==> src/cks_pkg.sv <==
// Package for the system clock source selector.
// Holds register offsets, field positions, reset values, source codes and counts.
// Assumes a 100 MHz system clock and a 32-bit AHB-Lite register port.
package cks_pkg;

   // Clock and bus figures.
   localparam int unsigned CLK_PERIOD_NS = 10;
   localparam logic [27:0] CLK_HZ = 28'h5F5_E100;
   localparam int unsigned AW = 4;

   // Register byte offsets.
   localparam logic [AW-1:0] OFS_OSC_CTRL = 4'h0;
   localparam logic [AW-1:0] OFS_OSC_STAT = 4'h4;
   localparam logic [AW-1:0] OFS_TMR_CTRL = 4'h8;

   // Oscillator control field positions and reset value.
   localparam int unsigned POS_PLL = 7;
   localparam int unsigned POS_FREQ = 3;
   localparam int unsigned POS_UNIMPL = 2;
   localparam int unsigned POS_SEL = 0;
   localparam logic [7:0] OSC_CTRL_RST = 8'h38;
   localparam logic [7:0] OSC_CTRL_WMASK = 8'hFB;

   // Status and timer control field positions.
   localparam int unsigned POS_STARTUP_TIMEOUT_STATUS = 0;
   localparam int unsigned POS_PLL_ACT = 1;
   localparam int unsigned POS_PEND = 2;
   localparam int unsigned POS_FAIL = 3;
   localparam int unsigned POS_ACT_SRC = 4;
   localparam int unsigned POS_SEC_RDY = 7;
   localparam int unsigned POS_SEC_EN = 3;

   // Counts of oscillator edges; FAIL_CYCLES counts system clock cycles.
   localparam logic [11:0] OST_EDGES = 12'h400;
   localparam logic [11:0] SEC_READY_EDGES = 12'h100;
   localparam logic [11:0] STAB_TICKS = 12'h008;
   localparam logic [11:0] FAIL_CYCLES = 12'hFA0;

   // Configuration oscillator codes.
   typedef enum logic [2:0] {
      CFG_LP = 3'h0, CFG_XT = 3'h1, CFG_HS = 3'h2, CFG_RC = 3'h3,
      CFG_INT = 3'h4, CFG_EC_LO = 3'h5, CFG_EC_MID = 3'h6, CFG_EC_HI = 3'h7
   } cks_cfg_e;

   // Running clock source.
   typedef enum logic [1:0] {
      SRC_EXT = 2'b00, SRC_SEC = 2'b01, SRC_INT = 2'b10
   } cks_src_e;

   // Internal oscillator used for a frequency code.
   typedef enum logic [1:0] {
      OSC_LF = 2'b00, OSC_MF = 2'b01, OSC_HF = 2'b10
   } cks_osc_e;

   // Frequency in Hz of the internal block for a select code.
   function automatic logic [27:0] cks_freq_hz(input logic [3:0] code, input logic pll);
      case (code)
         4'h0, 4'h1: cks_freq_hz = 28'h000_7918;
         4'h2, 4'h3: cks_freq_hz = 28'h000_7A12;
         4'h4: cks_freq_hz = 28'h000_F424;
         4'h5, 4'h8: cks_freq_hz = 28'h001_E848;
         4'h6, 4'h9: cks_freq_hz = 28'h003_D090;
         4'h7, 4'hA: cks_freq_hz = 28'h007_A120;
         4'hB: cks_freq_hz = 28'h00F_4240;
         4'hC: cks_freq_hz = 28'h01E_8480;
         4'hD: cks_freq_hz = 28'h03D_0900;
         4'hE: cks_freq_hz = pll ? 28'h1E8_4800 : 28'h07A_1200;
         default: cks_freq_hz = 28'h0F4_2400;
      endcase
   endfunction : cks_freq_hz

   // Internal oscillator that serves a frequency code.
   function automatic cks_osc_e cks_osc_of(input logic [3:0] code);
      if (code[3:1] == 3'b000) begin
         cks_osc_of = OSC_LF;
      end else if (code == 4'h2 || code[3:2] == 2'b01) begin
         cks_osc_of = OSC_MF;
      end else begin
         cks_osc_of = OSC_HF;
      end
   endfunction : cks_osc_of

endpackage : cks_pkg

==> src/cks_clock_select.sv <==
// System clock source selector with its oscillator control registers.
// Assumes oscillator pins are asynchronous levels and configuration inputs are static.
// Behaviour
// - Internal block yields 16M, 500k, 31k sources.
// - Configuration field picks default clock after reset.
// - External clock codes 111, 110, 101.
// - External clock mode bypasses the start-up timer.
// - Stopped external clock halts, state preserved.
// - External clock mode frees second oscillator pin.
// - Selected clock drives core and peripherals.
// - Select 00 uses configured oscillator.
// - Select 01 uses secondary timer oscillator.
// - Select 1x uses internal block frequency.
// - Every reset clears the select field.
// - Automatic switches leave select field; status shows.
// - New clock stabilises before it is used.
// - Start-up status shows external versus internal source.
// - Timer control bit enables secondary oscillator.
// - Configuration PLL overrides software PLL enable.
// - Frequency field decodes to low, medium, high.
// - Reset gives 500 kHz medium, PLL off.
//
// Local design decisions: register access over AHB-Lite and the address map.
`timescale 1ns/1ns
module cks_clock_select (
   // Clock and reset.
   input wire logic CLK,
   input wire logic RSTN,
   // AHB-Lite register port.
   input wire logic HSEL,
   input wire logic [31:0] HADDR,
   input wire logic [1:0] HTRANS,
   input wire logic HWRITE,
   input wire logic [2:0] HSIZE,
   input wire logic [31:0] HWDATA,
   input wire logic HREADY,
   output logic [31:0] HRDATA,
   output logic HREADYOUT,
   output logic HRESP,
   // Configuration word.
   input wire logic [2:0] CFG_OSC_SELECT,
   input wire logic CFG_PLL_ON,
   input wire logic CFG_TWO_SPEED,
   input wire logic CFG_FAILSAFE,
   input wire logic CFG_CLKOUT_EN,
   // Oscillator pins.
   input wire logic EXT_CLK_IN,
   input wire logic SEC_OSC_IN,
   // Second oscillator pin as general I/O.
   input wire logic GPIO_O,
   input wire logic GPIO_OE,
   output logic SECOND_OSC_PIN_O,
   output logic SECOND_OSC_PIN_OE,
   // Clock enables and state.
   output logic CORE_CLK_EN,
   output logic PERIPH_CLK_EN,
   output logic SECONDARY_OSC_ENABLE,
   output logic PLL_ACTIVE,
   output cks_pkg::cks_src_e ACTIVE_SRC,
   output cks_pkg::cks_osc_e INT_OSC_SRC
);
   import cks_pkg::*;

   ////////////////////////////////////////////////////////////////////////////////
   // Reset release and pin synchronisers.
   logic rst_s1_reg, rst_n;
   logic [2:0] ext_sync_reg, sec_sync_reg;
   logic ext_tick, sec_tick;

   always_ff @(posedge CLK or negedge RSTN) begin
      if (!RSTN) begin
         rst_s1_reg <= 1'b0;
         rst_n <= 1'b0;
      end else begin
         rst_s1_reg <= 1'b1;
         rst_n <= rst_s1_reg;
      end
   end

   always_ff @(posedge CLK or negedge rst_n) begin
      if (!rst_n) begin
         ext_sync_reg <= 3'b000;
         sec_sync_reg <= 3'b000;
      end else begin
         ext_sync_reg <= {ext_sync_reg[1:0], EXT_CLK_IN};
         sec_sync_reg <= {sec_sync_reg[1:0], SEC_OSC_IN};
      end
   end

   // Only the later stages feed the edge detectors, never the first.
   assign ext_tick = ext_sync_reg[1] & ~ext_sync_reg[2];
   assign sec_tick = sec_sync_reg[1] & ~sec_sync_reg[2];

   ////////////////////////////////////////////////////////////////////////////////
   // Registers and AHB-Lite slave.
   logic [7:0] osc_ctrl_reg;
   logic sec_en_reg;
   logic ph_valid_reg, ph_write_reg, rd_pend_reg;
   logic [AW-1:0] ph_addr_reg;
   logic [31:0] hrdata_reg;
   logic [7:0] status;
   logic [1:0] sel;
   logic [3:0] freq_sel;
   logic accept, wr_ctrl;

   assign accept = HSEL & HTRANS[1] & HREADY;
   assign wr_ctrl = ph_valid_reg & ph_write_reg & (ph_addr_reg == OFS_OSC_CTRL);
   assign sel = osc_ctrl_reg[POS_SEL +: 2];
   assign freq_sel = osc_ctrl_reg[POS_FREQ +: 4];

   always_ff @(posedge CLK or negedge rst_n) begin
      if (!rst_n) begin
         ph_valid_reg <= 1'b0;
         ph_write_reg <= 1'b0;
         ph_addr_reg <= '0;
         rd_pend_reg <= 1'b0;
      end else begin
         if (HREADYOUT) begin
            ph_valid_reg <= accept;
            ph_write_reg <= HWRITE;
            ph_addr_reg <= HADDR[AW-1:0];
         end
         rd_pend_reg <= accept & ~HWRITE & HREADYOUT;
      end
   end

   // Reads take one wait state so a read right behind a write sees the new value.
   always_ff @(posedge CLK or negedge rst_n) begin
      if (!rst_n) begin
         hrdata_reg <= 32'h0000_0000;
      end else if (rd_pend_reg) begin
         case (ph_addr_reg)
            OFS_OSC_CTRL: hrdata_reg <= {24'h00_0000, osc_ctrl_reg};
            OFS_OSC_STAT: hrdata_reg <= {24'h00_0000, status};
            OFS_TMR_CTRL: hrdata_reg <= {24'h00_0000, 4'h0, sec_en_reg, 3'h0};
            default: hrdata_reg <= 32'h0000_0000;
         endcase
      end
   end

   always_ff @(posedge CLK or negedge rst_n) begin
      if (!rst_n) begin
         osc_ctrl_reg <= OSC_CTRL_RST;
      end else if (wr_ctrl) begin
         osc_ctrl_reg <= HWDATA[7:0] & OSC_CTRL_WMASK;
      end
   end

   always_ff @(posedge CLK or negedge rst_n) begin
      if (!rst_n) begin
         sec_en_reg <= 1'b0;
      end else if (ph_valid_reg && ph_write_reg && ph_addr_reg == OFS_TMR_CTRL) begin
         sec_en_reg <= HWDATA[POS_SEC_EN];
      end
   end

   assign HREADYOUT = ~rd_pend_reg;
   assign HRDATA = hrdata_reg;
   assign HRESP = 1'b0;

   ////////////////////////////////////////////////////////////////////////////////
   // Primary oscillator: start-up timer and fail-safe watch.
   logic ec_mode, crystal_mode, cfg_internal;
   logic [11:0] ost_cnt_reg, fail_cnt_reg;
   logic ost_done, fail_reg;
   cks_src_e active_reg;

   assign ec_mode = CFG_OSC_SELECT[2] & (CFG_OSC_SELECT[1:0] != 2'b00);
   assign crystal_mode = (CFG_OSC_SELECT[2:1] == 2'b00) | (CFG_OSC_SELECT == CFG_HS);
   assign cfg_internal = (CFG_OSC_SELECT == CFG_INT);

   always_ff @(posedge CLK or negedge rst_n) begin
      if (!rst_n) begin
         ost_cnt_reg <= 12'h000;
      end else if (crystal_mode && ext_tick && ost_cnt_reg != OST_EDGES) begin
         ost_cnt_reg <= ost_cnt_reg + 12'h001;
      end
   end

   // Only crystals wait for the timer; an external clock runs at once.
   assign ost_done = ~crystal_mode | (ost_cnt_reg == OST_EDGES);

   // A dead primary clock while running from it moves the system to internal.
   always_ff @(posedge CLK or negedge rst_n) begin
      if (!rst_n) begin
         fail_cnt_reg <= 12'h000;
         fail_reg <= 1'b0;
      end else if (ext_tick || active_reg != SRC_EXT || !CFG_FAILSAFE || cfg_internal) begin
         fail_cnt_reg <= 12'h000;
      end else if (fail_cnt_reg == FAIL_CYCLES) begin
         fail_reg <= 1'b1;
      end else begin
         fail_cnt_reg <= fail_cnt_reg + 12'h001;
      end
   end

   ////////////////////////////////////////////////////////////////////////////////
   // Secondary oscillator enable and ready.
   logic [11:0] sec_cnt_reg;
   logic sec_ready;

   always_ff @(posedge CLK or negedge rst_n) begin
      if (!rst_n) begin
         sec_cnt_reg <= 12'h000;
      end else if (!sec_en_reg) begin
         sec_cnt_reg <= 12'h000;
      end else if (sec_tick && sec_cnt_reg != SEC_READY_EDGES) begin
         sec_cnt_reg <= sec_cnt_reg + 12'h001;
      end
   end

   // Software must see this set before choosing the secondary source.
   assign sec_ready = sec_en_reg & (sec_cnt_reg == SEC_READY_EDGES);

   ////////////////////////////////////////////////////////////////////////////////
   // Internal oscillator block as a fractional divider of the system clock.
   logic [27:0] int_acc_reg, int_inc, int_sum;
   logic int_tick;

   assign PLL_ACTIVE = CFG_PLL_ON | osc_ctrl_reg[POS_PLL];
   assign int_inc = cks_freq_hz(freq_sel, PLL_ACTIVE);
   assign int_sum = int_acc_reg + int_inc;
   assign int_tick = (int_sum >= CLK_HZ);

   always_ff @(posedge CLK or negedge rst_n) begin
      if (!rst_n) begin
         int_acc_reg <= 28'h000_0000;
      end else if (int_tick) begin
         int_acc_reg <= int_sum - CLK_HZ;
      end else begin
         int_acc_reg <= int_sum;
      end
   end

   assign INT_OSC_SRC = cks_osc_of(freq_sel);

   ////////////////////////////////////////////////////////////////////////////////
   // Source request and switching.
   cks_src_e req_src, tgt_src;
   logic [11:0] stab_cnt_reg;
   logic tgt_tick, act_tick, pending;

   always_comb begin
      case (sel)
         2'b00: req_src = cfg_internal ? SRC_INT : SRC_EXT;
         2'b01: req_src = SRC_SEC;
         default: req_src = SRC_INT;
      endcase
      tgt_src = req_src;
      // Automatic fall-backs change only the running source, never the field.
      if (req_src == SRC_EXT && (fail_reg || (CFG_TWO_SPEED && !ost_done))) begin
         tgt_src = SRC_INT;
      end
   end

   function automatic logic src_tick(input cks_src_e s, input logic e, input logic c,
                                     input logic i);
      case (s)
         SRC_EXT: src_tick = e;
         SRC_SEC: src_tick = c;
         default: src_tick = i;
      endcase
   endfunction : src_tick

   // The primary only ticks while its pin toggles, so a stopped clock freezes all.
   assign tgt_tick = src_tick(tgt_src, ext_tick & ost_done, sec_tick, int_tick);
   assign act_tick = src_tick(active_reg, ext_tick & ost_done, sec_tick, int_tick);
   assign pending = (tgt_src != active_reg);

   always_ff @(posedge CLK or negedge rst_n) begin
      if (!rst_n) begin
         stab_cnt_reg <= 12'h000;
      end else if (!pending) begin
         stab_cnt_reg <= 12'h000;
      end else if (tgt_tick && stab_cnt_reg != STAB_TICKS) begin
         stab_cnt_reg <= stab_cnt_reg + 12'h001;
      end
   end

   // Switch only between enable pulses, so no pulse is ever cut short.
   always_ff @(posedge CLK or negedge rst_n) begin
      if (!rst_n) begin
         active_reg <= SRC_INT;
      end else if (pending && stab_cnt_reg == STAB_TICKS && !act_tick) begin
         active_reg <= tgt_src;
      end
   end

   ////////////////////////////////////////////////////////////////////////////////
   // Clock enables, status and second pin.
   logic sys_en_reg, pin2_o_reg, pin2_oe_reg, clkout_reg;

   always_ff @(posedge CLK or negedge rst_n) begin
      if (!rst_n) begin
         sys_en_reg <= 1'b0;
         clkout_reg <= 1'b0;
      end else begin
         sys_en_reg <= act_tick;
         clkout_reg <= clkout_reg ^ act_tick;
      end
   end

   assign CORE_CLK_EN = sys_en_reg;
   assign PERIPH_CLK_EN = sys_en_reg;

   // Running from the configured primary sets the start-up status bit.
   assign status = {sec_ready, 1'b0, active_reg, fail_reg, pending, PLL_ACTIVE,
                    (active_reg == SRC_EXT) & ost_done};

   // In crystal modes the oscillator owns the pin, so it is never driven.
   always_ff @(posedge CLK or negedge rst_n) begin
      if (!rst_n) begin
         pin2_o_reg <= 1'b0;
         pin2_oe_reg <= 1'b0;
      end else if (!crystal_mode && CFG_CLKOUT_EN) begin
         pin2_o_reg <= clkout_reg;
         pin2_oe_reg <= 1'b1;
      end else begin
         pin2_o_reg <= GPIO_O;
         pin2_oe_reg <= GPIO_OE & ~crystal_mode;
      end
   end

   assign SECOND_OSC_PIN_O = pin2_o_reg;
   assign SECOND_OSC_PIN_OE = pin2_oe_reg;
   assign SECONDARY_OSC_ENABLE = sec_en_reg;
   assign ACTIVE_SRC = active_reg;

   ////////////////////////////////////////////////////////////////////////////////
   // Checks.
   sel_reset_a: assert property (@(posedge CLK) $rose(rst_n) |-> osc_ctrl_reg == 8'h38)
      else $error("Control register not at reset value.");
   unimpl_zero_a: assert property (@(posedge CLK) disable iff (!rst_n)
      $past(rd_pend_reg) && ph_addr_reg == OFS_OSC_CTRL |-> hrdata_reg[POS_UNIMPL] == 1'b0)
      else $error("Unimplemented bit read as one.");
   pll_force_a: assert property (@(posedge CLK) disable iff (!rst_n)
      CFG_PLL_ON |-> PLL_ACTIVE)
      else $error("PLL off while forced on.");
   pll_soft_a: assert property (@(posedge CLK) disable iff (!rst_n)
      !CFG_PLL_ON |-> PLL_ACTIVE == osc_ctrl_reg[POS_PLL])
      else $error("PLL enable does not follow the software bit.");
   ec_bypass_a: assert property (@(posedge CLK) disable iff (!rst_n)
      ec_mode |-> ost_done && !(stab_cnt_reg == 12'h000 && pending && tgt_src == SRC_INT
      && sel == 2'b00 && !fail_reg))
      else $error("External clock waited on start-up timer.");
   sel_hold_a: assert property (@(posedge CLK) disable iff (!rst_n)
      $changed(osc_ctrl_reg) |-> $past(wr_ctrl))
      else $error("Select field changed without a write.");
   auto_switch_a: assert property (@(posedge CLK) disable iff (!rst_n)
      fail_reg && sel == 2'b00 |-> tgt_src == SRC_INT)
      else $error("Fail-safe trip did not move the system to internal.");
   clk_source_a: assert property (@(posedge CLK) disable iff (!rst_n)
      sys_en_reg |-> $past(act_tick) && CORE_CLK_EN == PERIPH_CLK_EN)
      else $error("Clock enable not from active source.");
   switch_stable_a: assert property (@(posedge CLK) disable iff (!rst_n)
      $changed(active_reg) |-> $past(stab_cnt_reg) == 12'h008 && !$past(act_tick))
      else $error("Switched before new clock stabilised.");
   sec_ready_a: assert property (@(posedge CLK) disable iff (!rst_n)
      status[POS_SEC_RDY] |-> sec_en_reg ##0 $past(sec_en_reg))
      else $error("Secondary ready without enable.");
   sec_select_a: assert property (@(posedge CLK) disable iff (!rst_n)
      (sel == 2'b01 && !pending) |-> active_reg == SRC_SEC)
      else $error("Select 01 not running from secondary.");
   int_select_a: assert property (@(posedge CLK) disable iff (!rst_n)
      (sel[1] && !pending) |-> active_reg == SRC_INT)
      else $error("Select 1x not running from internal block.");
   pin_free_a: assert property (@(posedge CLK) disable iff (!rst_n)
      crystal_mode |=> !SECOND_OSC_PIN_OE)
      else $error("Oscillator pin driven in crystal mode.");
   ost_status_a: assert property (@(posedge CLK) disable iff (!rst_n)
      crystal_mode && !ost_done |-> !status[POS_STARTUP_TIMEOUT_STATUS])
      else $error("Start-up status set before the timer expired.");

endmodule : cks_clock_select

==> config.mk <==
export PLATFORM = sky130hd
export DESIGN_NAME = cks_clock_select
export DESIGN_NICKNAME = d
export VERILOG_FILES = /design/src/cks_pkg.sv /design/src/cks_clock_select.sv
export SDC_FILE = /design/constraint.sdc
export NUM_CORES = 1
export LEC_CHECK = 0
export BUFFER_PORTS_ARGS = -buffer_cell sky130_fd_sc_hd__clkbuf_2
export CAP_MARGIN = 20
export CORE_UTILIZATION = 57
export DETAILED_ROUTE_END_ITERATION = 6
export PLACE_DENSITY = 0.87
export RECOVER_POWER = 100
export SKIP_LAST_GASP = 1
export SYNTH_ARGS = -nofsm -noshare
export SYNTH_HDL_FRONTEND = slang
export SYNTH_SLANG_ARGS = --single-unit
==> constraint.sdc <==
create_clock -name CLK -period 3.82 [get_ports CLK]
set_input_delay 0.764 -clock CLK [delete_from_list [all_inputs] [get_ports CLK]]
set_output_delay 0.764 -clock CLK [all_outputs]
set_load 0.01 [all_outputs]
==> impl_metrics.py <==
metrics = {
    "setup_path": {
        "cp_num_buf_inv": 4,
        "cp_cell_sequence": "buf_8, nand2_1, buf_4, nor2_1, nor2_1, nor2_1, ha_1, o21ai_0, o21bai_1, or2_1, o211a_1, o211ai_1, and2_1, nand4_1, buf_4, buf_6, o31a_1, o21ai_2, mux2i_1",
        "arrival_ns": 5.72,
        "crit_top_cell": "nor2_1",
        "critPathTopFamily": "simple AND/OR/NAND/NOR gates",
        "max_stage_delay_ns": 0.70,
        "slowest_stage": "dfstp_2",
        "crit_type": "register to register",
        "cp-start-kind": "register",
        "end_kind": "register",
        "path_max_fanout": 14,
        "required_ns": 4.12,
    },
    "synth": {
        "synth_most_common_cell": "dfrtp_1",
        "syn_inst": 843,
        "synth-seq-area-share_pct": 37.55,
        "yosysTopAreaCellShare_pct": 36.16,
        "synth-main-ff-cell": "dfrtp_1",
        "async_flop_share_pct": 100.0,
        "syn_area_um2": 7543,
        "ys_ff_latch": 113,
        "synth_top_cells_by_count": "dfrtp_1 (109), nor2_1 (75), nand2_1 (73)",
        "ys_types": 79,
        "yosys.area.top_type": "dfrtp_1",
        "synth.area.top_cells": "dfrtp_1 (36%), ha_1 (5.5%), xnor2_1 (4.3%), a21oi_1 (3.8%), nor2_1 (3.7%)",
        "syn_avg_cell_area_um2": 8.948,
        "synth_edf_count": 0,
        "yosys_warnings": 0,
    },
    "global_routing": {
        "grtUsageMet2_pct": 72.58,
        "use_met3_pct": 18.28,
        "grt_pass1_vias": 8676,
        "grt_max_degree": 55,
        "grt_util_met1_pct": 53.52,
        "busiest_layer": "met2",
        "grt_antenna_before_repair": 3,
        "grt_overflow": 0,
        "grt_util_all_layers_pct": 47.50,
        "grt_pass1_wl_um": 47470,
    },
    "pwr": {
        "finalPower_uw": 9738,
        "vdd_drop_max_mv": 0.6732,
        "leakagePower_uw": 0.004792,
        "power_density_nw_per_um2": 912.6,
    },
    "clocking": {
        "cts_tree": "done",
        "cts.sinks": 113,
        "cts_hold_buf": 0,
        "clk_pin_slew_ns": 0.07,
        "clockBufferDepth": 2,
        "htree_levels": 4,
        "cts_inserted_buffers": 17,
        "root_buffer": "clkbuf_16",
        "clkLatencyLatePin_ns": 0.46,
    },
    "sta": {
        "fin_ws_ns": -1.606,
        "skew_ns": 0.03699,
        "hold_viol_final": 0,
        "tightest_slew_ns": 2.184,
        "fin_crit_ns": 5.426,
        "rsz0062_at_grt": "true",
        "slew_violations": 57,
        "setup_viol": 36,
        "fin_crit_sh_pct": 142.0,
        "slew_headroom_pct": -45.58,
        "max_freq_ghz": 0.1843,
    },
    "layout": {
        "largest_reg_flops": 27,
        "final_core_util_pct": 83.53,
        "nets": 1194,
        "area_delta_synth_final_pct": 41.45,
        "drive_above_1_share_pct": 37.68,
    },
    "worst_hold_path": {
        "hp-class": "input pin to async pin",
    },
    "routing": {
        "drt_pre_antenna_iters": 7,
        "drc": 40,
        "num_vias": 9247,
        "viasPerCell": 7.333,
        "ant_nets": 0,
        "avgRoutedWirePerCell_um": 29.14,
        "drt_iter0_markers": 1881,
        "wirelength_um": 36740,
    },
    "status": {
        "status": "finished with violations",
        "violations": "design-rule violations, max-capacitance violations, max-slew violations, negative setup slack",
    },
    "die": {
        "die_area_um2": 13700,
        "die_w_um": 117.0,
        "die_y_um": 117.0,
        "ioPinCount": 129,
        "start_util_pct": 59.06,
        "coreArea_um2": 12770,
        "row_count": 41,
    },
    "placement": {
        "place_congestion": 0.9791,
        "io_buffers": 46,
        "place_hpwl_um": 15390,
    },
    "job": {
        "maxCapViolCount": 2,
    },
}
[final timing paths]
check / startpoint / cells after the start / slack [ns] / end
max: osc_ctrl_reg[4] / 19 / -1.61 / ACTIVE_SRC[0]
min reg2reg: rst_s1_reg / 0 / 0.36 / rst_n
max in group asynchronous: rst_n / 1 / 1.03 / sec_cnt_reg[0]
min in group CLK: rst_s1_reg / 0 / 0.36 / rst_n
max reg2reg: osc_ctrl_reg[4] / 19 / -1.61 / ACTIVE_SRC[0]
min: RSTN / 1 / 0.11 / rst_n
[routing by layer]
layer	vias up	wire [um]
li1	3461	-
met1	4162	11080
met2	1128	14890
met3	488	6030
met4	8	4637
met5	-	110
[layout by cell type (no fill, tap or decap), types with 13 or more instances in the layout]
cell	netlist	layout
a21o_1	14	14
a21oi_1	58	43
and2_1	16	13
and3_1	14	13
buf_4	26	174
buf_6	0	13
clkbuf_16	0	18
clkbuf_2	1	47
conb_1	2	26
dfrtp_1	109	109
ha_1	33	24
inv_1	25	24
mux2_2	13	13
nand2_1	73	65
nand3_1	27	26
nand4_1	15	15
nor2_1	75	65
o21ai_0	37	30
xnor2_1	37	32
xor2_1	31	28
[power by group]
part	leakage (uW)	switching (uW)	internal, uW
logic	0.00308	3440	2850
clock network	0.000269	710	905
registers	0.00144	340	1490
total	0.00479	4490	5250
[layout make-up]
class	count	area, um2
clock inverters	14	131.4
fillers	560	2103
clock buffers	18	429.2
multi-input cells	671	5107
well taps	172	215.2
inverters	27	113.9
repair buffers	245	1834
flip-flops and latches	113	2836
diodes	1	2.502
[cell families (layout without fill, tap and decap cells)]
kind of cell    Yosys count  after routing  synth area share (%)
compound gates          208            208                 18.58
xor+xnor                 68             68                 7.895
fa+ha+maj                34             34                 5.739
buf+inv                  83            304                 5.656
flops                   113            113                 37.55
mux                      18             18                 2.604
other cells               2             27               0.09956
simple gates            317            317                 21.88
[metrics by stage]
stage / area, um2 / setup TNS, ns / cells / setup slack (ns) / hold slack, ns
detailed placement: 9004 / -26.59 / 1176 / -0.8608 / 0.3419
global route: 10670 / -50.10 / 1261 / -1.567 / 0.1192
CTS: 10100 / -17.68 / 1238 / -0.5931 / 0.1076
finish: 10670 / -48.99 / 1261 / -1.606 / 0.1079
floorplan: 7824 / -5.058 / 867 / -0.3522 / 0.3312
global placement: 9004 / -22.53 / 1176 / -0.7222 / 0.3347
[repair_timing]
item | 4_1_cts | 5_1_grt
resized for setup | 69 | 73
pin swaps | 43 | 41
setup buffers | 30 | 21
gates cloned | 0 | 2
endpoints found under the setup margin | 36 | 36
(Power assumes the default switching activity.)
